### config.mk
export PLATFORM = sky130hd
export DESIGN_NAME = fels_device_flat
export DESIGN_NICKNAME = d
export VERILOG_FILES = /design/src/pkg/fels_pkg.sv /design/src/pkg/fels_if.sv /design/src/fels_device.sv /design/src/flat_wrapper.sv
export VERILOG_INCLUDE_DIRS = /design/src /design/src/pkg
export SDC_FILE = /design/constraint.sdc
export NUM_CORES = 1
export LEC_CHECK = 0
export BUFFER_PORTS_ARGS = -buffer_cell sky130_fd_sc_hd__buf_2
export CELL_PAD_IN_SITES_DETAIL_PLACEMENT = 0
export CELL_PAD_IN_SITES_GLOBAL_PLACEMENT = 1
export CORE_MARGIN = 2
export CORE_UTILIZATION = 30
export CTS_CLUSTER_DIAMETER = 30
export CTS_CLUSTER_SIZE = 10
export DETAILED_ROUTE_END_ITERATION = 10
export GPL_ROUTABILITY_DRIVEN = 0
export HOLD_SLACK_MARGIN = 0.03
export PLACE_DENSITY_LB_ADDON = 0.1
export SYNTH_ARGS = -nofsm -noshare
export SYNTH_HDL_FRONTEND = slang
export SYNTH_SLANG_ARGS = --single-unit
### constraint.sdc
create_clock -name clock -period 7.71 [get_ports clock]
set_input_delay 0.771 -clock clock [delete_from_list [all_inputs] [get_ports clock]]
set_output_delay 0.771 -clock clock [all_outputs]
set_load 0.02 [all_outputs]
### src/pkg/fels_defines.svh
// Command codes, status bit positions and host register offsets
`ifndef FELS_DEFINES_SVH
`define FELS_DEFINES_SVH
`define FELS_CMD_ERASE_SETUP 8'h20
`define FELS_CMD_CONFIRM 8'hD0
`define FELS_CMD_READ_STATUS 8'h70
`define FELS_CMD_SUSPEND 8'hB0
`define FELS_CMD_LOCK_SETUP 8'h60
`define FELS_CMD_LOCK 8'h01
`define FELS_CMD_LOCKDOWN 8'h2F
`define FELS_CMD_READ_ID 8'h90
`define FELS_CMD_READ_ARRAY 8'hFF
`define FELS_CMD_OTP_SETUP 8'hC0
`define FELS_CMD_PROG_SETUP 8'h40
`define FELS_CMD_CLEAR_STATUS 8'h50
`define FELS_SR_READY 7
`define FELS_SR_SUSP 6
`define FELS_SR_ERASE_FAIL 5
`define FELS_SR_PROG_FAIL 4
`define FELS_SR_SUPPLY 3
`define FELS_SR_LOCKED 1
`define FELS_ID_LOCK_OFS 16'h0002
`define FELS_HIDDEN_DATA 16'hFFFF
`define FELS_OTP_BASE 16'h0080
`define FELS_REG_ADDR 4'h0
`define FELS_REG_WDATA 4'h4
`define FELS_REG_READ 4'h8
`define FELS_REG_RDATA 4'hC
`endif

### src/pkg/fels_pkg.sv
// Types shared by both ends of the flash command link
`default_nettype none
package fels_pkg;
   typedef enum {FELS_W_READY, FELS_W_ERASE, FELS_W_PROG, FELS_W_SUSP} fels_wsm_e;
   typedef enum {FELS_P_NONE, FELS_P_ERASE, FELS_P_LOCK, FELS_P_OTP, FELS_P_PROG} fels_pend_e;
   typedef enum {FELS_M_ARRAY, FELS_M_STATUS, FELS_M_ID} fels_mode_e;
   typedef enum logic [1:0] {FELS_OP_ERASE = 2'h0, FELS_OP_PROG = 2'h1, FELS_OP_OTP = 2'h2} fels_op_e;
   typedef enum {FELS_H_IDLE, FELS_H_LINK, FELS_H_WAIT, FELS_H_ACK} fels_host_e;
endpackage
`default_nettype wire

### src/pkg/fels_if.sv
// Flash bus between host controller and flash device
`default_nettype none
interface fels_if #(parameter int ADDR_W = 16, parameter int DATA_W = 16) (input wire logic clock,
   input wire logic rst);
   logic wr_en;
   logic rd_en;
   logic [ADDR_W-1:0] addr;
   logic [DATA_W-1:0] wdata;
   logic [DATA_W-1:0] rdata;
   logic rvalid;
   modport host (input clock, rst, rdata, rvalid, output wr_en, rd_en, addr, wdata);
   modport device (input clock, rst, wr_en, rd_en, addr, wdata, output rdata, rvalid);
endinterface
`default_nettype wire

### src/fels_device.sv
// Flash command interpreter and write state machine
//
// The implementer's own choices: register access over Avalon-MM and the register offsets.
`include "fels_defines.svh"
`default_nettype none
module fels_device
   import fels_pkg::*;
#(
   parameter int ADDR_W = 16,
   parameter int DATA_W = 16,
   parameter int BLOCK_SHIFT = 12,
   parameter int PART_SHIFT = 14,
   parameter int OTP_WORDS = 16,
   parameter int ERASE_CYCLES = 64,
   parameter int PROG_CYCLES = 8
) (
   fels_if.device bus,
   input wire logic program_supply_pin,
   input wire logic array_fail,
   input wire logic otp_locked,
   input wire logic [DATA_W-1:0] array_rdata,
   output logic op_start,
   output logic [1:0] op_kind,
   output logic [ADDR_W-1:0] op_addr,
   output logic [DATA_W-1:0] op_data,
   output logic [7:0] operation_status
);
   localparam int NBLK = 1 << (ADDR_W - BLOCK_SHIFT);
   localparam int NPART = 1 << (ADDR_W - PART_SHIFT);
   localparam int BW = ADDR_W - BLOCK_SHIFT;
   localparam int PW = ADDR_W - PART_SHIFT;

   function automatic logic [BW-1:0] blk_of(input logic [ADDR_W-1:0] a);
      blk_of = a[ADDR_W-1:BLOCK_SHIFT];
   endfunction

   function automatic logic [PW-1:0] part_of(input logic [ADDR_W-1:0] a);
      part_of = a[ADDR_W-1:PART_SHIFT];
   endfunction

   // ======================================================
   // Command decode
   fels_wsm_e wsm;
   fels_pend_e pend;
   fels_mode_e mode [NPART];
   logic [ADDR_W-1:0] pend_addr;
   logic [BW-1:0] erase_blk;
   logic [15:0] count;
   logic [15:0] prog_count;
   logic [NBLK-1:0] locked;
   logic [NBLK-1:0] down;
   logic [7:0] code;
   logic [BW-1:0] wblk;
   logic [PW-1:0] wpart;
   logic same_blk;
   logic otp_in_range;
   logic done;
   logic [7:0] err_set;
   logic clr;
   logic start_erase;
   logic start_prog;
   logic start_otp;
   logic lock_ok;

   assign code = bus.wdata[7:0];
   assign wblk = blk_of(bus.addr);
   assign wpart = part_of(bus.addr);
   assign same_blk = wblk == blk_of(pend_addr);
   assign otp_in_range = bus.addr >= `FELS_OTP_BASE && bus.addr < `FELS_OTP_BASE + ADDR_W'(OTP_WORDS);
   assign done = (wsm == FELS_W_ERASE && count == 16'h0000) || (wsm == FELS_W_PROG && prog_count == 16'h0000);
   assign clr = bus.wr_en && pend == FELS_P_NONE && code == `FELS_CMD_CLEAR_STATUS;

   // Outcome of a confirm or data cycle
   always_comb begin
      err_set = 8'h00;
      start_erase = 1'b0;
      start_prog = 1'b0;
      start_otp = 1'b0;
      lock_ok = 1'b0;
      if (bus.wr_en) begin
         unique case (pend)
            FELS_P_ERASE: begin
               if (code != `FELS_CMD_CONFIRM || !same_blk) begin
                  err_set[`FELS_SR_ERASE_FAIL] = 1'b1;
                  err_set[`FELS_SR_PROG_FAIL] = 1'b1;
               end else if (!program_supply_pin) begin
                  err_set[`FELS_SR_SUPPLY] = 1'b1;
               end else if (locked[wblk]) begin
                  err_set[`FELS_SR_LOCKED] = 1'b1;
               end else begin
                  start_erase = 1'b1;
               end
            end
            FELS_P_LOCK: begin
               if (!same_blk || (code != `FELS_CMD_LOCK && code != `FELS_CMD_CONFIRM &&
                     code != `FELS_CMD_LOCKDOWN)) begin
                  err_set[`FELS_SR_ERASE_FAIL] = 1'b1;
                  err_set[`FELS_SR_PROG_FAIL] = 1'b1;
               end else begin
                  lock_ok = 1'b1;
               end
            end
            FELS_P_OTP: begin
               if (!otp_in_range) begin
                  err_set[`FELS_SR_PROG_FAIL] = 1'b1;
               end else if (!program_supply_pin) begin
                  err_set[`FELS_SR_SUPPLY] = 1'b1;
               end else if (otp_locked) begin
                  err_set[`FELS_SR_LOCKED] = 1'b1;
               end else begin
                  start_otp = 1'b1;
               end
            end
            FELS_P_PROG: begin
               if (wsm == FELS_W_SUSP && wblk == erase_blk) begin
                  err_set[`FELS_SR_PROG_FAIL] = 1'b1;
               end else if (!program_supply_pin) begin
                  err_set[`FELS_SR_SUPPLY] = 1'b1;
               end else if (locked[wblk]) begin
                  err_set[`FELS_SR_LOCKED] = 1'b1;
               end else begin
                  start_prog = 1'b1;
               end
            end
            FELS_P_NONE: begin
            end
         endcase
      end
      if (done && array_fail) begin
         if (wsm == FELS_W_ERASE) begin
            err_set[`FELS_SR_ERASE_FAIL] = 1'b1;
         end else begin
            err_set[`FELS_SR_PROG_FAIL] = 1'b1;
         end
      end
   end

   // ======================================================
   // Pending setup cycle
   always_ff @(posedge bus.clock or posedge bus.rst) begin
      if (bus.rst) begin
         pend <= FELS_P_NONE;
         pend_addr <= '0;
      end else if (bus.wr_en) begin
         pend <= FELS_P_NONE;
         pend_addr <= bus.addr;
         if (pend == FELS_P_NONE) begin
            if (wsm == FELS_W_READY && code == `FELS_CMD_ERASE_SETUP) begin
               pend <= FELS_P_ERASE;
            end else if (wsm == FELS_W_READY && code == `FELS_CMD_LOCK_SETUP) begin
               pend <= FELS_P_LOCK;
            end else if (wsm == FELS_W_READY && code == `FELS_CMD_OTP_SETUP) begin
               pend <= FELS_P_OTP;
            end else if ((wsm == FELS_W_READY || wsm == FELS_W_SUSP) && code == `FELS_CMD_PROG_SETUP) begin
               pend <= FELS_P_PROG;
            end
         end
      end
   end

   // ======================================================
   // Write state machine
   always_ff @(posedge bus.clock or posedge bus.rst) begin
      if (bus.rst) begin
         wsm <= FELS_W_READY;
         count <= 16'h0000;
         erase_blk <= '0;
      end else if (done) begin
         wsm <= (wsm == FELS_W_PROG && operation_status[`FELS_SR_SUSP]) ? FELS_W_SUSP : FELS_W_READY;
      end else if (start_erase) begin
         wsm <= FELS_W_ERASE;
         count <= 16'(ERASE_CYCLES - 1);
         erase_blk <= wblk;
      end else if (start_prog || start_otp) begin
         wsm <= FELS_W_PROG;
      end else if (bus.wr_en && wsm == FELS_W_ERASE && code == `FELS_CMD_SUSPEND &&
            mode[wpart] == FELS_M_STATUS) begin
         wsm <= FELS_W_SUSP;
      end else if (bus.wr_en && wsm == FELS_W_SUSP && pend == FELS_P_NONE && code == `FELS_CMD_CONFIRM) begin
         wsm <= FELS_W_ERASE;
      end else if (wsm == FELS_W_ERASE) begin
         count <= count - 16'h0001;
      end
   end

   // ======================================================
   // Program timer, apart so a suspended erase keeps its time
   always_ff @(posedge bus.clock or posedge bus.rst) begin
      if (bus.rst) begin
         prog_count <= 16'h0000;
      end else if (start_prog || start_otp) begin
         prog_count <= 16'(PROG_CYCLES - 1);
      end else if (wsm == FELS_W_PROG && prog_count != 16'h0000) begin
         prog_count <= prog_count - 16'h0001;
      end
   end

   // ======================================================
   // Status register
   always_ff @(posedge bus.clock or posedge bus.rst) begin
      if (bus.rst) begin
         operation_status <= 8'h80;
      end else begin
         operation_status[`FELS_SR_READY] <= !(start_erase || start_prog || start_otp) &&
            (done || (wsm != FELS_W_ERASE && wsm != FELS_W_PROG));
         if (bus.wr_en && wsm == FELS_W_ERASE && code == `FELS_CMD_SUSPEND && mode[wpart] == FELS_M_STATUS) begin
            operation_status[`FELS_SR_SUSP] <= !done;
         end else if (bus.wr_en && wsm == FELS_W_SUSP && pend == FELS_P_NONE && code == `FELS_CMD_CONFIRM) begin
            operation_status[`FELS_SR_SUSP] <= 1'b0;
         end else if (done && wsm == FELS_W_ERASE) begin
            operation_status[`FELS_SR_SUSP] <= 1'b0;
         end
         // Set wins over clear
         operation_status[5:0] <= (operation_status[5:0] & ~{6{clr}}) | err_set[5:0];
      end
   end

   // ======================================================
   // Block lock bits
   always_ff @(posedge bus.clock or posedge bus.rst) begin
      if (bus.rst) begin
         locked <= '1;
         down <= '0;
      end else if (lock_ok) begin
         if (code == `FELS_CMD_LOCK) begin
            locked[wblk] <= 1'b1;
         end else if (code == `FELS_CMD_LOCKDOWN) begin
            locked[wblk] <= 1'b1;
            down[wblk] <= 1'b1;
         end else if (!down[wblk]) begin
            locked[wblk] <= 1'b0;
         end
      end
   end

   // ======================================================
   // Partition read modes
   always_ff @(posedge bus.clock or posedge bus.rst) begin
      if (bus.rst) begin
         for (int i = 0; i < NPART; i++) begin
            mode[i] <= FELS_M_ARRAY;
         end
      end else if (bus.wr_en) begin
         if (pend != FELS_P_NONE) begin
            mode[wpart] <= FELS_M_STATUS;
         end else if (code == `FELS_CMD_READ_STATUS) begin
            mode[wpart] <= FELS_M_STATUS;
         end else if (code == `FELS_CMD_READ_ARRAY) begin
            mode[wpart] <= FELS_M_ARRAY;
         end else if (code == `FELS_CMD_READ_ID) begin
            mode[wpart] <= FELS_M_ID;
         end else if (code == `FELS_CMD_SUSPEND && wsm == FELS_W_ERASE) begin
            mode[wpart] <= FELS_M_STATUS;
         end
      end
   end

   // ======================================================
   // Read answers
   always_ff @(posedge bus.clock or posedge bus.rst) begin
      if (bus.rst) begin
         bus.rvalid <= 1'b0;
         bus.rdata <= '0;
      end else begin
         bus.rvalid <= bus.rd_en;
         if (bus.rd_en) begin
            unique case (mode[part_of(bus.addr)])
               FELS_M_STATUS: bus.rdata <= DATA_W'(operation_status);
               FELS_M_ID: bus.rdata <= (bus.addr[BLOCK_SHIFT-1:0] == BLOCK_SHIFT'(`FELS_ID_LOCK_OFS)) ?
                  DATA_W'({down[blk_of(bus.addr)], locked[blk_of(bus.addr)]}) : '0;
               FELS_M_ARRAY: bus.rdata <= (wsm == FELS_W_SUSP && blk_of(bus.addr) == erase_blk) ?
                  `FELS_HIDDEN_DATA : array_rdata;
            endcase
         end
      end
   end

   // ======================================================
   // Array operation strobes
   always_ff @(posedge bus.clock or posedge bus.rst) begin
      if (bus.rst) begin
         op_start <= 1'b0;
         op_kind <= 2'h0;
         op_addr <= '0;
         op_data <= '0;
      end else begin
         op_start <= start_erase || start_prog || start_otp;
         if (start_erase || start_prog || start_otp) begin
            op_kind <= start_erase ? FELS_OP_ERASE : (start_otp ? FELS_OP_OTP : FELS_OP_PROG);
            op_addr <= bus.addr;
            op_data <= bus.wdata;
         end
      end
   end
endmodule
`default_nettype wire

### src/flat_wrapper.sv
// flat-port wrapper written by rule: the top's interface ports become plain ports
module fels_device_flat import fels_pkg::*;
#(
   parameter int ADDR_W = 16,
   parameter int DATA_W = 16,
   parameter int BLOCK_SHIFT = 12,
   parameter int PART_SHIFT = 14,
   parameter int OTP_WORDS = 16,
   parameter int ERASE_CYCLES = 64,
   parameter int PROG_CYCLES = 8
)
  (program_supply_pin, array_fail, otp_locked, array_rdata, op_start, op_kind, op_addr, op_data, operation_status, clock, rst, bus_wr_en, bus_rd_en, bus_addr, bus_wdata, bus_rdata, bus_rvalid);
  fels_if #(.ADDR_W(ADDR_W), .DATA_W(DATA_W)) bus_i (.clock(clock), .rst(rst));
  input wire logic program_supply_pin;
  input wire logic array_fail;
  input wire logic otp_locked;
  input wire logic [DATA_W-1:0] array_rdata;
  output logic op_start;
  output logic [1:0] op_kind;
  output logic [ADDR_W-1:0] op_addr;
  output logic [DATA_W-1:0] op_data;
  output logic [7:0] operation_status;
  input wire logic clock;
  input wire logic rst;
  input wire logic [$bits(bus_i.wr_en)-1:0] bus_wr_en;
  input wire logic [$bits(bus_i.rd_en)-1:0] bus_rd_en;
  input wire logic [$bits(bus_i.addr)-1:0] bus_addr;
  input wire logic [$bits(bus_i.wdata)-1:0] bus_wdata;
  output wire logic [$bits(bus_i.rdata)-1:0] bus_rdata;
  output wire logic [$bits(bus_i.rvalid)-1:0] bus_rvalid;
  assign bus_i.wr_en = bus_wr_en;
  assign bus_i.rd_en = bus_rd_en;
  assign bus_i.addr = bus_addr;
  assign bus_i.wdata = bus_wdata;
  assign bus_rdata = bus_i.rdata;
  assign bus_rvalid = bus_i.rvalid;
  fels_device #(.ADDR_W(ADDR_W), .DATA_W(DATA_W), .BLOCK_SHIFT(BLOCK_SHIFT), .PART_SHIFT(PART_SHIFT), .OTP_WORDS(OTP_WORDS), .ERASE_CYCLES(ERASE_CYCLES), .PROG_CYCLES(PROG_CYCLES)) u_core (.bus(bus_i), .program_supply_pin(program_supply_pin), .array_fail(array_fail), .otp_locked(otp_locked), .array_rdata(array_rdata), .op_start(op_start), .op_kind(op_kind), .op_addr(op_addr), .op_data(op_data), .operation_status(operation_status));
endmodule
==> results.cfg <==
[route]
drt_iter0_drc = 497
drc = 0
vias_per_cell = 4.64
wl_per_cell_um = 16.6
dr.pass1.iters = 4
routed_wl_mm = 28.4
antenna_left = 0
via_count = 7919

[cts]
cts_buffers = 71
cts-root-buf = clkbuf_16
cts_setup_buffers = 0
clock_sinks = 265
tritoncts = yes
cts_max_level = 3
cts.hold.buffers_added = 0
clk_pin_slew_worst_paths_ps = 40
clock_latency_ps = 560
clock_path_buffers = 3
cts.repair.resized = 0

[finish]
regArea_um2 = 6650
antennaDiodeCount = 0
fill_cells = 3688
multi_input_area_um2 = 4490
fin_nets = 1203
fin_area_um2 = 14900
drive_above_1_share_pct = 27.6
syn_to_final_growth_pct = 29.0

[setup_path]
path_cells = buf_2 -> nor2_1 -> nand2_1 -> or3_1 -> nor3_1 -> o21ba_4 -> nor3_1 -> a32oi_1
crit_path_max_fanout = 57
worst_path_most_repeated_cell = nor3_1
path_delay_family = simple AND/OR/NAND/NOR gates
worstSetupPathType = input pin to flop
cp_num_buf_inv = 1
crit_path_top_delay_cell = o21ba_4
crit_path_start_kind = input pin
critPathCaptureType = flop
cp.required_ps = 8180
crit_arrival_ps = 3900
cpPeakStageDelay_ps = 800

[placement]
placed_cell_area_um2 = 12500
place_ws_ps = 3700
port_buffers = 114
dp_hpwl_mm = 18.4

[pwr]
p_leak_nw = 6.94
power_mw = 4.87
p_per_area_nw_per_um2 = 328
ir_drop_mv = 0.163

[global_routing]
grtUsageMet2_pct = 22.0
met1_usage_pct = 20.4
track_usage_pct = 14.8
busiest_layer = met2
grt_pass1_wl_mm = 46.3
gr-usage-met3_pct = 4.07
antenna_found_initial = 0
grt-ovfl-total = 0
grt_max_degree = 173
grt_pass1_vias = 8345

[yosys]
synth.ff_latch_count = 265
synth_top_area_cell = dfrtp_1
async_flop_share_pct = 100
synth_area_leaders = dfrtp_1 (54%), and2_1 (6.7%), dfstp_2 (3.9%)
synth_top_area_share_pct = 53.8
netlist_instances = 999
synth_area_um2 = 11500
avgSynthCellArea_um2 = 11.5
ys_warn_count = 0
synth_ff_type = dfrtp_1
syn_nets = 1060
ys_types = 84
ys_seq_area_share_pct = 57.7
synth_edf_count = 0

[job]
cap_viol_max_count = 0

[sta]
fmax_mhz = 292
final.period_utilization_pct = 44.5
fin_ws_ps = 4280
setup_viol = 0
fin_skew_ps = 32.1
hold_viol = 0
rsz0062_at_grt = no
slew_viol_final = 0
maxSlewHeadroom_pct = 30.1
finalSetupTns_ps = 0
period_needed_ps = 3430
worst_pin_slew_ps = 1050

[worst_hold_path]
min_path_type = input pin to asynchronous set/reset pin

[floorplan]
rows = 71
start_util_pct = 30.6
die_x_um = 200
core_um2 = 37800
die_area_um2 = 40000
ios = 115
die_h_um = 200

[status]
status = completed
==> Yosys cell counts, types with 4 or more instances <==
| cell type | n |
|---|---|
| dfrtp_1 | 248 |
| and2_1 | 124 |
| nand2_1 | 81 |
| nor2_1 | 59 |
| o21ai_0 | 52 |
| nor4_1 | 51 |
| mux2_2 | 37 |
| clkbuf_1 | 25 |
| nand3_1 | 20 |
| dfstp_2 | 17 |
| o21bai_1 | 17 |
| inv_1 | 16 |
| nor3_1 | 14 |
| a21oi_1 | 13 |
| o31ai_1 | 13 |
| a211o_1 | 10 |
| or3_1 | 10 |
| xnor2_1 | 10 |
| xor2_1 | 10 |
| buf_6 | 9 |
| nand2b_1 | 9 |
| or4_1 | 9 |
| a31oi_1 | 8 |
| mux4_2 | 8 |
| nor4b_1 | 8 |
| o211ai_1 | 8 |
| or2_2 | 7 |
| ha_1 | 6 |
| buf_2 | 5 |
| nand4_1 | 5 |
| nor2b_1 | 5 |
| a32oi_1 | 4 |
| buf_4 | 4 |
| mux2i_1 | 4 |
| nor4_4 | 4 |
==> logic make-up (layout without fill, tap and decap cells) <==
kind of cell / Yosys count / after routing / synth area share [%]
compound gates: 152 / 152 / 8.83
xor+xnor: 20 / 20 / 1.52
fa+ha+maj: 6 / 6 / 0.651
buf+inv: 67 / 264 / 3.44
flops: 265 / 265 / 57.7
mux: 51 / 51 / 5.98
simple gates: 438 / 438 / 21.9
==> area by class of cell <==
cell class	instances	area share [%]
multi-input combinational	667	30.2
clock buffer	96	13.5
clock inverter	31	2.62
tap	511	4.30
inverter	17	0.454
sequential	265	44.7
timing repair buffer	120	4.22
==> flip-flops by register name, summed over array words and instances, names as in the netlist, named ones only <==
register                 cells
u_core.count                16
u_core.pend_addr             4
u_core.op_addr              16
u_core.pend                  3
u_core.bus.rdata            16
u_core.op_start              1
u_core.mode                124
u_core.down                 16
u_core.prog_count           16
u_core.erase_blk             4
u_core.op_kind               2
u_core.bus.rvalid            1
u_core.op_data              16
u_core.wsm                   2
u_core.operation_status      8
==> stage by stage <==
step / cells / utilization, % / hold slack [ps]
2_1_floorplan: 999 / - / 438
6_report: 1707 / 39.4 / 441
5_1_grt: 1707 / 39.4 / 436
3_3_place_gp: 1580 / 33.1 / 459
3_5_place_dp: 1580 / 33.1 / 459
4_1_cts: 1707 / 39.4 / 420
==> power breakdown <==
| group | switching [mW] | leakage (nW) | internal [mW] |
|---|---|---|---|
| clock network | 0.856 | 1.14 | 2.04 |
| registers | 0.0740 | 3.51 | 1.48 |
| logic | 0.261 | 2.29 | 0.158 |
==> cells in the final DEF (no fill, tap or decap), types with 9 or more instances in the layout <==
cell type / synthesis / final
dfrtp_1: 248 / 248
nor2_1: 59 / 59
nand2_1: 81 / 81
a211o_1: 10 / 10
a21oi_1: 13 / 13
o21bai_1: 17 / 17
buf_2: 5 / 114
nand2b_1: 9 / 9
clkbuf_1: 25 / 15
nor3_1: 14 / 14
nor4_1: 51 / 51
nand3_1: 20 / 20
o31ai_1: 13 / 13
xor2_1: 10 / 10
o21ai_0: 52 / 52
dfstp_2: 17 / 17
or3_1: 10 / 10
inv_1: 16 / 15
or4_1: 9 / 9
and2_1: 124 / 124
mux2_2: 37 / 37
clkinvlp_4: 0 / 10
xnor2_1: 10 / 10
clkbuf_16: 0 / 74
==> metal layers <==
metal	vias up	share of wire (%)
li1	3855	-
met1	3835	48
met2	163	44
met3	66	5.0
met4	0	2.9
met5	-	0
==> worst reg2reg max path: cells and delay by family (launching register included) <==
family	cells	cell delay, ps
simple gates	3	1490
compound gates	2	550
fa+ha+maj	1	340
buf+inv	1	100
flops	1	410
==> final timing paths <==
| path | startpoint | depth (start not counted) | slack [ps] | end |
|---|---|---|---|---|
| setup / recovery | bus_addr[14] | 8 | 4280 | u_core.count[4] |
| hold / removal | rst | 2 | 440 | u_core.count[9] |
| setup reg to reg | u_core.wsm[1] | 7 | 4690 | u_core.mode[2] |
| hold reg to reg | u_core.down[11] | 1 | 470 | u_core.down[11] |
| max in group asynchronous | rst | 3 | 5840 | u_core.op_data[10] |
| min in group clock | bus_wdata[13] | 2 | 450 | u_core.op_data[13] |
Note: power is estimated with default switching activity, not from simulation.
